--- config.mk ---
export PLATFORM = sky130hd
export DESIGN_NAME = rivm_vector_map
export DESIGN_NICKNAME = d
export VERILOG_FILES = /design/src/rivm_pkg.sv /design/src/rivm_vector_map.sv
export SDC_FILE = /design/constraint.sdc
export NUM_CORES = 1
export LEC_CHECK = 0
export BUFFER_PORTS_ARGS = -buffer_cell sky130_fd_sc_hd__buf_4
export CORE_UTILIZATION = 30
export DETAILED_ROUTE_END_ITERATION = 7
export PLACE_DENSITY = 0.54
export SLEW_MARGIN = 20
export SYNTH_ARGS = -nofsm -noshare
export SYNTH_HDL_FRONTEND = slang
export SYNTH_SLANG_ARGS = --single-unit
--- constraint.sdc ---
create_clock -name sys_clk -period 3 [get_ports sys_clk]
set_input_delay 0.15 -clock sys_clk [delete_from_list [all_inputs] [get_ports sys_clk]]
set_output_delay 0.15 -clock sys_clk [all_outputs]
set_load 0.03 [all_outputs]
--- src/rivm_pkg.sv ---
// Constants for the reset and interrupt vector address generator.
// Assumes word-addressed program memory and two program words per entry.

`default_nettype none

package rivm_pkg;

    // ------------------------------------------------------------------
    // Address space and table shape
    // ------------------------------------------------------------------
    localparam int              ADDR_W        = 13;
    localparam int              NUM_W         = 5;
    localparam logic [5:0]      NUM_VECTORS   = 6'h1a;
    localparam logic [4:0]      VEC_RESET     = 5'h01;
    localparam logic [12:0]     APP_BASE      = 13'h0000;
    localparam logic [12:0]     BOOT_START    = 13'h0c00;
    localparam logic [12:0]     FIRST_IRQ_OFS = 13'h0002;

    // ------------------------------------------------------------------
    // Fuse synchroniser and start-up timing
    // ------------------------------------------------------------------
    localparam logic            FUSE_UNPROG   = 1'b1;
    localparam logic [2:0]      SETTLE_LAST   = 3'h4;

    // ------------------------------------------------------------------
    // Vector numbers of selected sources
    // ------------------------------------------------------------------
    localparam logic [4:0]      VEC_EXT_ZERO  = 5'h02;
    localparam logic [4:0]      VEC_EXT_ONE   = 5'h03;
    localparam logic [4:0]      VEC_PIN_TWO   = 5'h06;
    localparam logic [4:0]      VEC_WDT       = 5'h07;
    localparam logic [4:0]      VEC_TB_OVF    = 5'h0a;
    localparam logic [4:0]      VEC_WT_CAPT   = 5'h0b;
    localparam logic [4:0]      VEC_TA_OVF    = 5'h11;
    localparam logic [4:0]      VEC_SPI       = 5'h12;
    localparam logic [4:0]      VEC_USART_TXE = 5'h14;
    localparam logic [4:0]      VEC_SELF_PROG = 5'h1a;

    // ------------------------------------------------------------------
    // Default word addresses of those sources
    // ------------------------------------------------------------------
    localparam logic [12:0]     ADR_EXT_ZERO  = 13'h0002;
    localparam logic [12:0]     ADR_EXT_ONE   = 13'h0004;
    localparam logic [12:0]     ADR_PIN_TWO   = 13'h000a;
    localparam logic [12:0]     ADR_WDT       = 13'h000c;
    localparam logic [12:0]     ADR_TB_OVF    = 13'h0012;
    localparam logic [12:0]     ADR_WT_CAPT   = 13'h0014;
    localparam logic [12:0]     ADR_TA_OVF    = 13'h0020;
    localparam logic [12:0]     ADR_SPI       = 13'h0022;
    localparam logic [12:0]     ADR_USART_TXE = 13'h0026;
    localparam logic [12:0]     ADR_SELF_PROG = 13'h0032;

    // ------------------------------------------------------------------
    // Start-up state
    // ------------------------------------------------------------------
    typedef enum logic [0:0]
    {
        ST_SETTLE = 1'b0,
        ST_READY  = 1'b1
    } rivm_state_type;

endpackage : rivm_pkg

`default_nettype wire

--- src/rivm_vector_map.sv ---
// Reset and interrupt vector address generator.
// Assumes the core fetch logic on sys_clk requests vectors, the fuse is a
// static level from outside the clock domain, and the vector-select bit
// comes from core logic on the same clock.
//
// Operation
// Any system reset starts at word 0x0000 when the boot-reset fuse is unprogrammed.
// External request zero vectors to 0x0002 and external request one to 0x0004 by default.
// Pin change requests zero, one and two vector to 0x0006, 0x0008 and 0x000A.
// The watchdog time-out interrupt vectors to 0x000C by default.
// Timer B match A, match B and overflow vector to 0x000E, 0x0010 and 0x0012.
// Wide timer capture, match A, match B and overflow vector to 0x0014 up to 0x001A.
// Timer A match A, match B and overflow vector to 0x001C, 0x001E and 0x0020.
// The SPI transfer done interrupt vectors to 0x0022.
// USART receive, buffer empty and transmit done vector to 0x0024, 0x0026, 0x0028.
// ADC, EEPROM, comparator, two-wire and self-program vector to 0x002A up to 0x0032.
// A programmed fuse puts the reset entry at 0x0C00 while vectors stay from 0x0002.
// A programmed fuse with the select bit set puts reset and vectors at 0x0C00.
// Software sets the select bit before enabling interrupts; reset stays at 0x000.
// With the select bit set each vector is its default address plus the boot start.
// The first vector sits 0x0002 after the interrupt table's base, relocated or not.
// An address is the table base plus twice the vector number minus one.

`timescale 1ns/1ps
`default_nettype none

module rivm_vector_map #(
    parameter logic [rivm_pkg::ADDR_W-1:0] BOOT_BASE = rivm_pkg::BOOT_START
) (
    input  wire logic                          sys_clk,
    input  wire logic                          reset,
    input  wire logic                          boot_reset_fuse,
    input  wire logic                          vector_select_bit,
    input  wire logic                          vec_req,
    input  wire logic [rivm_pkg::NUM_W-1:0]    vec_num,
    output logic                               vec_ready,
    output logic                               vec_ack_q,
    output logic                               vec_bad_q,
    output logic [rivm_pkg::ADDR_W-1:0]        vec_addr_q,
    output logic [rivm_pkg::ADDR_W-1:0]        reset_entry_q,
    output logic                               entry_valid
);

    // ------------------------------------------------------------------
    // Elaboration checks
    // ------------------------------------------------------------------
    // The whole relocated table must fit in the address space and start on
    // an even word, since each entry is two words long.
    localparam int TABLE_SPAN = 2 * int'(rivm_pkg::NUM_VECTORS);
    generate
        if (int'(BOOT_BASE) + TABLE_SPAN > (1 << rivm_pkg::ADDR_W))
        begin : g_bad_base
            $error("BOOT_BASE leaves no room for the vector table.");
        end
        if (BOOT_BASE[0] != 1'b0)
        begin : g_odd_base
            $error("BOOT_BASE must be an even word address.");
        end
    endgenerate

    // ------------------------------------------------------------------
    // Fuse synchroniser
    // ------------------------------------------------------------------
    logic                           fuse_s1_q;
    logic                           fuse_s2_q;
    logic                           fuse_s3_q;
    logic                           fuse_q;
    rivm_pkg::rivm_state_type       state_q;
    logic [2:0]                     settle_q;
    logic                           accept;
    logic                           num_bad;
    logic [rivm_pkg::ADDR_W-1:0]    irq_base;
    logic [rivm_pkg::ADDR_W-1:0]    entry_d;
    logic [rivm_pkg::ADDR_W-1:0]    vec_addr_d;

    // Three stages; the stable value follows only when stages two and
    // three agree, so a glitch caught by a single sample never moves the entry.
    always_ff @(posedge sys_clk or posedge reset)
    begin
        if (reset)
        begin
            fuse_s1_q <= rivm_pkg::FUSE_UNPROG;
            fuse_s2_q <= rivm_pkg::FUSE_UNPROG;
            fuse_s3_q <= rivm_pkg::FUSE_UNPROG;
        end
        else
        begin
            fuse_s1_q <= boot_reset_fuse;
            fuse_s2_q <= fuse_s1_q;
            fuse_s3_q <= fuse_s2_q;
        end
    end

    // Stable fuse level, updated only on agreement.
    always_ff @(posedge sys_clk or posedge reset)
    begin
        if (reset)
        begin
            fuse_q <= rivm_pkg::FUSE_UNPROG;
        end
        else if (fuse_s2_q == fuse_s3_q)
        begin
            fuse_q <= fuse_s3_q;
        end
    end

    // ------------------------------------------------------------------
    // Start-up sequencing
    // ------------------------------------------------------------------
    // Requests wait until the fuse has passed the synchroniser and the
    // reset entry register holds the value derived from it.
    always_ff @(posedge sys_clk or posedge reset)
    begin
        if (reset)
        begin
            state_q  <= rivm_pkg::ST_SETTLE;
            settle_q <= 3'h0;
        end
        else
        begin
            case (state_q)
                rivm_pkg::ST_SETTLE:
                begin
                    settle_q <= settle_q + 3'h1;
                    if (settle_q == rivm_pkg::SETTLE_LAST)
                    begin
                        state_q <= rivm_pkg::ST_READY;
                    end
                end
                rivm_pkg::ST_READY:
                begin
                    state_q <= rivm_pkg::ST_READY;
                end
                default:
                begin
                    state_q <= rivm_pkg::ST_SETTLE;
                end
            endcase
        end
    end

    assign vec_ready   = (state_q == rivm_pkg::ST_READY);
    assign entry_valid = vec_ready;
    assign accept      = vec_req && vec_ready;

    // ------------------------------------------------------------------
    // Address computation
    // ------------------------------------------------------------------
    // Reset base follows the fuse alone; the table base follows the select
    // bit alone, so all four fuse and select combinations fall out.
    always_comb
    begin
        entry_d  = (fuse_q == rivm_pkg::FUSE_UNPROG) ?
                   rivm_pkg::APP_BASE : BOOT_BASE;     // see R1
        irq_base = vector_select_bit ?
                   BOOT_BASE : rivm_pkg::APP_BASE;     // see R12
        num_bad  = (vec_num == 5'h00) ||
                   ({1'b0, vec_num} > rivm_pkg::NUM_VECTORS);
        if (num_bad || vec_num == rivm_pkg::VEC_RESET)
        begin
            // A bad number falls back to the reset entry, a safe target.
            vec_addr_d = entry_d;
        end
        else                                       // see R8 see R9
        begin
            // Two words per entry; vector two lands at base plus two.
            vec_addr_d = irq_base + rivm_pkg::ADDR_W'( // see R6
                {vec_num - 5'h01, 1'b0});              // see R16
        end
    end

    // Reset entry register, tracking the stable fuse level.
    always_ff @(posedge sys_clk or posedge reset)
    begin
        if (reset)
        begin
            reset_entry_q <= rivm_pkg::APP_BASE;
        end
        else
        begin
            reset_entry_q <= entry_d;                  // see R1
        end
    end

    // Answer one edge after an accepted request; address holds until the
    // next one so the fetch logic may sample it late.
    always_ff @(posedge sys_clk or posedge reset)
    begin
        if (reset)
        begin
            vec_ack_q  <= 1'b0;
            vec_bad_q  <= 1'b0;
            vec_addr_q <= rivm_pkg::APP_BASE;
        end
        else
        begin
            vec_ack_q <= accept;
            if (accept)
            begin
                vec_bad_q  <= num_bad;
                vec_addr_q <= vec_addr_d;  // see R2 see R3 see R4
            end
        end
    end

    // ------------------------------------------------------------------
    // Assertions
    // ------------------------------------------------------------------
    property p_reset_app;
        @(posedge sys_clk) disable iff (reset)
        entry_valid && fuse_q |-> reset_entry_q == rivm_pkg::APP_BASE;
    endproperty
    a_reset_app: assert property (p_reset_app)
        else $error("Reset entry not at zero with fuse unprogrammed.");

    property p_ext_zero;
        @(posedge sys_clk) disable iff (reset)
        accept && vec_num == rivm_pkg::VEC_EXT_ZERO && !vector_select_bit
        |=> vec_ack_q && vec_addr_q == rivm_pkg::ADR_EXT_ZERO;
    endproperty
    a_ext_zero: assert property (p_ext_zero) // see R2
        else $error("External request zero vector wrong.");

    property p_ext_one;
        @(posedge sys_clk) disable iff (reset)
        accept && vec_num == rivm_pkg::VEC_EXT_ONE && !vector_select_bit
        |=> vec_addr_q == rivm_pkg::ADR_EXT_ONE;
    endproperty
    a_ext_one: assert property (p_ext_one)
        else $error("External request one vector wrong.");

    property p_pin_two;
        @(posedge sys_clk) disable iff (reset)
        accept && vec_num == rivm_pkg::VEC_PIN_TWO && !vector_select_bit
        |=> vec_addr_q == rivm_pkg::ADR_PIN_TWO;
    endproperty
    a_pin_two: assert property (p_pin_two)
        else $error("Pin change two vector wrong.");

    property p_wdt;
        @(posedge sys_clk) disable iff (reset)
        accept && vec_num == rivm_pkg::VEC_WDT && !vector_select_bit
        |=> vec_addr_q == rivm_pkg::ADR_WDT;
    endproperty
    a_wdt: assert property (p_wdt)
        else $error("Watchdog vector wrong.");

    property p_timers;
        @(posedge sys_clk) disable iff (reset)
        accept && !vector_select_bit &&
        (vec_num == rivm_pkg::VEC_TB_OVF || vec_num == rivm_pkg::VEC_WT_CAPT
         || vec_num == rivm_pkg::VEC_TA_OVF)
        |=> ($past(vec_num) == rivm_pkg::VEC_TB_OVF
             && vec_addr_q == rivm_pkg::ADR_TB_OVF)
         || ($past(vec_num) == rivm_pkg::VEC_WT_CAPT
             && vec_addr_q == rivm_pkg::ADR_WT_CAPT)
         || ($past(vec_num) == rivm_pkg::VEC_TA_OVF
             && vec_addr_q == rivm_pkg::ADR_TA_OVF);
    endproperty
    a_timers: assert property (p_timers) // see R5 see R6
        else $error("Timer vector outside its slots.");

    property p_spi_usart;
        @(posedge sys_clk) disable iff (reset)
        accept && !vector_select_bit && vec_num == rivm_pkg::VEC_SPI
        ##1 accept && !vector_select_bit
        && vec_num == rivm_pkg::VEC_USART_TXE
        |-> vec_addr_q == rivm_pkg::ADR_SPI
        ##1 vec_addr_q == rivm_pkg::ADR_USART_TXE;
    endproperty
    a_spi_usart: assert property (p_spi_usart) // see R8
        else $error("Back-to-back SPI and USART vectors wrong.");

    property p_self_prog;
        @(posedge sys_clk) disable iff (reset)
        accept && vec_num == rivm_pkg::VEC_SELF_PROG
        |=> vec_addr_q == ($past(vector_select_bit) ?
                           BOOT_BASE : rivm_pkg::APP_BASE)
                          + rivm_pkg::ADR_SELF_PROG;
    endproperty
    a_self_prog: assert property (p_self_prog) // see R10
        else $error("Self-program vector wrong.");

    property p_boot_reset;
        @(posedge sys_clk) disable iff (reset)
        entry_valid && !fuse_q && !vector_select_bit && accept
        && vec_num == rivm_pkg::VEC_EXT_ZERO
        |-> reset_entry_q == BOOT_BASE
        ##1 vec_addr_q == rivm_pkg::ADR_EXT_ZERO;
    endproperty
    a_boot_reset: assert property (p_boot_reset)
        else $error("Boot reset entry or kept vectors wrong.");

    property p_boot_all;
        @(posedge sys_clk) disable iff (reset)
        !fuse_q && vector_select_bit && accept
        && vec_num == rivm_pkg::VEC_RESET
        |=> vec_addr_q == BOOT_BASE;
    endproperty
    a_boot_all: assert property (p_boot_all)
        else $error("Relocated reset entry wrong.");

    property p_settle;
        @(posedge sys_clk) disable iff (reset)
        $rose(vec_ready) |-> $past(settle_q) == rivm_pkg::SETTLE_LAST;
    endproperty
    a_settle: assert property (p_settle)
        else $error("Ready rose at the wrong start-up count.");

    c_default_irq: cover property (@(posedge sys_clk) disable iff (reset)
        accept && !vector_select_bit && vec_num == rivm_pkg::VEC_EXT_ZERO);
    c_relocated: cover property (@(posedge sys_clk) disable iff (reset)
        accept && vector_select_bit && vec_num == rivm_pkg::VEC_SELF_PROG);
    c_boot_reset: cover property (@(posedge sys_clk) disable iff (reset)
        entry_valid && !fuse_q);
    c_bad_num: cover property (@(posedge sys_clk) disable iff (reset)
        vec_ack_q && vec_bad_q);

endmodule : rivm_vector_map

`default_nettype wire

# Word-level counts from Yosys, hierarchy flattened
# Cells that the tools add are included.
dict set report totals {
  regBits 35
}
dict set report classes {
  addsub 3
  order_cmp 1
  eq_ne 3
  n_mux 5
  bitwise 1
  reduce_logical 4
}
# cell count
set ops {}
lappend ops {{$mux W12} 2}
lappend ops {{$add A12 B6 Y13} 1}
lappend ops {{$mux W13} 1}
lappend ops {{$eq A5 B1 Y1 const B} 1}
lappend ops {{$gt A5 B5 Y1 const B} 1}
lappend ops {{$logic_not A5 Y1} 1}
lappend ops {{$sub A5 B1 Y5 const B} 1}
lappend ops {{$add A3 B1 Y3 const B} 1}
lappend ops {{$eq A3 B3 Y1 const B} 1}
lappend ops {{$logic_or A1 B1 Y1} 2}
lappend ops {{$pmux W1 S2} 1}
lappend ops {{$eq A1 B1 Y1} 1}
lappend ops {{$logic_and A1 B1 Y1} 1}
lappend ops {{$mux W1} 1}
lappend ops {{$not A1 Y1} 1}

# Depth between registers and ports, before layout
dict set report depth {
  depth_word 4
  depth_mapped 6
  ltp_nobuf 6
}

# Worst setup path after synthesis
# OpenSTA, ideal clock, no wires.
dict set report synth_timing {
  path_type {register to register}
  from {reg state_q, in the netlist entry_valid}
  to {reg vec_bad_q}
  setup_ps 125
  arrival_time_ps 1123
  t_required_ps 2875
  setup_slack_ps 1752
  path_stages_with_launch 4
  cell_sequence {dfrtp_1 > nand2_1 > inv_1 > mux2_2}
}
dict set report synth_between {
  elab_chain_cells 1
}
# item line
set synth_lines {}
lappend synth_lines {{from (decl)} rivm_vector_map.sv:68} ;# rivm_pkg::rivm_state_type state_q;
lappend synth_lines {{from (signal assigned)} rivm_vector_map.sv:116} ;# state_q <= rivm_pkg::ST_SETTLE;
lappend synth_lines {{from (signal assigned)} rivm_vector_map.sv:127} ;# state_q <= rivm_pkg::ST_READY;
lappend synth_lines {{from (signal assigned)} rivm_vector_map.sv:132} ;# state_q <= rivm_pkg::ST_READY;
lappend synth_lines {{$logic_and A1 B1 Y1} rivm_vector_map.sv:144} ;# assign accept = vec_req && vec_ready;
lappend synth_lines {{named net accept} rivm_vector_map.sv:70} ;# logic accept;
lappend synth_lines {{to (signal assigned)} rivm_vector_map.sv:200} ;# vec_bad_q <= num_bad;
lappend synth_lines {{to (decl)} rivm_vector_map.sv:38} ;# output logic vec_bad_q,
# The timed path passes the listed nets, and every way through them passes these cells.
# A chain may end at the register's enable or synchronous reset.

# Worst setup path in the final report
# Ends and elaborated chain as after synthesis.

==> flow_summary.json <==
{
  "clockRootBuffer": "clkbuf_4",
  "drive_gt1_share_pct": 36.1,
  "io_pins": 40,
  "htreeDepth": 1,
  "startpoint_type": "flop",
  "syn2layout_area_growth_pct": 17.1,
  "synth_xor_area_share_pct": 3.79,
  "setup_violations": 0,
  "rows": 19,
  "required_ns": 3.19,
  "yosys.area_share.simple_pct": 9.21,
  "synth_top_family_by_area": "buffers and inverters",
  "failed_checks": "DRC",
  "cts_buffer_depth": 2,
  "holdPathStages": 2,
  "r2r_slack_ns": 1.55,
  "drc": 3,
  "fmax_mhz": 691,
  "cts_made_buffers": 3,
  "cp_max_fo": 11,
  "place.detailed.hpwl_um": 1090,
  "port_buffers": 22,
  "initial_utilization_pct": 32.6,
  "ctsHoldBuffers": 2,
  "dpl_cell_area_sq_mm": 0.00103,
  "rsz0062_at_grt": "no",
  "grt_util_all_layers_pct": 9.51,
  "muxShareOfSynthArea_pct": 2.44,
  "grt_max_degree": 18,
  "whs_endpoint": "vec_addr_q[1]",
  "synth_fa_ha_area_share_pct": 7.86,
  "ys_types": 25,
  "vias": 572,
  "core_area_sq_mm": 0.00283,
  "postLayoutCoreUtil_pct": 38.2,
  "cts_resized": 0,
  "r2r_end": "vec_bad_q",
  "finClkSkew_ns": 0.00874,
  "post_drt_wl_per_cell_um": 10.3,
  "worst_pin_slew_ns": 0.653,
  "slew_headroom_pct": 56.4,
  "internal_power_mw": 0.342,
  "hold_viol": 0,
  "gp_congestion": 0.737,
  "die_height_um": 57.5,
  "placed_cells": 133,
  "path_clk_slew_ns": 0.10,
  "die_x_um": 57.5,
  "layout.cells.non_filler": 139,
  "power_frac_comb_pct": 26.6,
  "gr-total-overflow": 0,
  "postCtsSetupBuffers": 0,
  "seq_power_share_pct": 49.6,
  "finalInstanceArea_sq_mm": 0.00108,
  "p_clk_share_pct": 23.8,
  "grt_pass1_wl_um": 2260,
  "r2r-start": "entry_valid",
  "hp-class": "in2reg",
  "tns_ns": 0,
  "maxCapViolCount": 0,
  "period_needed_ns": 1.45,
  "synth_seq_area_share_pct": 46.6,
  "synth_compound_area_share_pct": 10.2,
  "switching_power_mw": 0.177,
  "status": "finished with violations",
  "hold_path.startpoint": "vec_num[0]",
  "powerDensity_mw_per_mm2": 480,
  "dr.pass1.iters": 8,
  "final_nets": 124,
  "drtIter0Drc": 8,
  "antenna_left": 0,
  "clock-sinks": 17,
  "swShare_pct": 34.1,
  "drv_slew": 0,
  "syn-cell-area_sq_um": 923,
  "wl_um": 1430,
  "synth_warnings": 0,
  "p_leak_nw": 0.544,
  "dieArea_sq_mm": 0.00330,
  "grt_pass1_vias": 513,
  "crit_path_end_kind": "flop",
  "clk_latency_ns": 0.30,
  "rr_worst_depth": 3,
  "postSynthCellCount": 85,
  "crit_type": "reg2reg",
  "period_share_pct": 48.2,
  "ys_seq_elements": 17,
  "routed_via_density": 4.12,
  "cp.arrival_ns": 1.64,
  "antenna_found_initial": 0,
  "postSynthAreaPerCell_sq_um": 10.9,
  "insertedDiodeCount": 0,
  "cts_tree": "yes",
  "max-vdd-ir-drop_mv": 0.242
}
==> registers in the layout, summed over array words and instances, names as in the netlist <==
| register | cells |
|---|---|
| entry_valid | 1 |
| fuse_q | 1 |
| fuse_s1_q | 1 |
| fuse_s2_q | 1 |
| fuse_s3_q | 1 |
| reset_entry_q | 1 |
| settle_q | 3 |
| vec_ack_q | 1 |
| vec_addr_q | 6 |
| vec_bad_q | 1 |
==> power groups by stage <==
stage                     clock network [mW]  registers (mW)  logic (mW)
final                                  0.123           0.257       0.138
after global routing                   0.143           0.260       0.148
after CTS                              0.133           0.258       0.140
after detailed placement                   0           0.262       0.137
after global placement                     0           0.261       0.137
after floorplan                            0           0.286      0.0882
==> area by class of cell <==
| class | instances | area (sq um) |
|---|---|---|
| sequential | 17 | 430 |
| timing repair buffer | 24 | 185 |
| fill | 288 | 1750 |
| inverter | 7 | 26.3 |
| clock buffer | 3 | 22.5 |
| multi-input combinational | 56 | 373 |
| clock inverter | 1 | 5.00 |
| tap | 31 | 38.8 |
==> per-stage QoR <==
stage	hold WS [ns]	setup slack, ns	total power, mW
after floorplan	0.0732	1.75	0.374
after global placement	0.259	1.56	0.398
after detailed placement	0.259	1.55	0.400
after CTS	0.0463	1.53	0.530
after global routing	0.0533	1.44	0.551
final	0.0626	1.55	0.519
==> cells by family after synthesis <==
family / Yosys count
buffers and inverters: 28
DFF: 17
and+or+nand+nor: 16
AOI/OAI and AO/OA: 11
adders and majority gates: 6
xor gates and xnor gates: 4
muxes: 2
other: 1
==> cell usage after synthesis (all sizes together) <==
cell    number  area (sq um)
o211ai       1          12.5
o31ai        4          45.1
nor3         2          15.0
clkbuf       1          3.75
nor2         2          7.51
a21o         2          15.0
a31oi        1          6.26
nor2b        1          13.8
nand2b       1          6.26
conb         1          3.75
nand2        8          32.5
ha           5          62.6
buf         20           150
xnor2        4          35.0
o21ai        3          15.0
nand3        2          10.0
dfstp        4           105
maj3         1          10.0
mux2         2          22.5
inv          7          26.3
dfrtp       13           325
==> worst max-delay path by stage <==
stage	from	endpoint	cells past startpoint
floorplan	entry_valid	vec_bad_q	3
detailed placement	entry_valid	vec_bad_q	3
global placement	entry_valid	vec_bad_q	3
global route	entry_valid	vec_bad_q	3
finish	entry_valid	vec_bad_q	3
CTS	entry_valid	vec_bad_q	3
==> cell usage in the layout, fill, tap and decap left out, drive strengths merged <==
| master | n |
|---|---|
| nor3 | 2 |
| nand3 | 2 |
| buf | 22 |
| maj3 | 1 |
| clkinv | 1 |
| conb | 17 |
| dfrtp | 13 |
| o21ai | 3 |
| dfstp | 4 |
| nand2b | 1 |
| inv | 7 |
| o211ai | 1 |
| nor2 | 2 |
| a21o | 2 |
| ha | 5 |
| clkbuf | 3 |
| o31ai | 4 |
| nand2 | 8 |
| dlygate4sd3 | 2 |
| a31oi | 1 |
| xnor2 | 4 |
| mux2 | 2 |
| nor2b | 1 |
==> worst max-delay path: stages (launching register included) <==
cell and delay (ns):
dfrtp_1 0.49, nand2_1 0.30, inv_1 0.21, mux2_2 0.34
==> layer usage <==
layer	wire length (um)	up-vias	track usage, %
met5	0	-	0
met4	27	0	4.18
met3	91	5	4.76
met2	634	22	13.3
met1	675	262	12.3
li1	-	283	-
(Power assumes the default switching activity.)
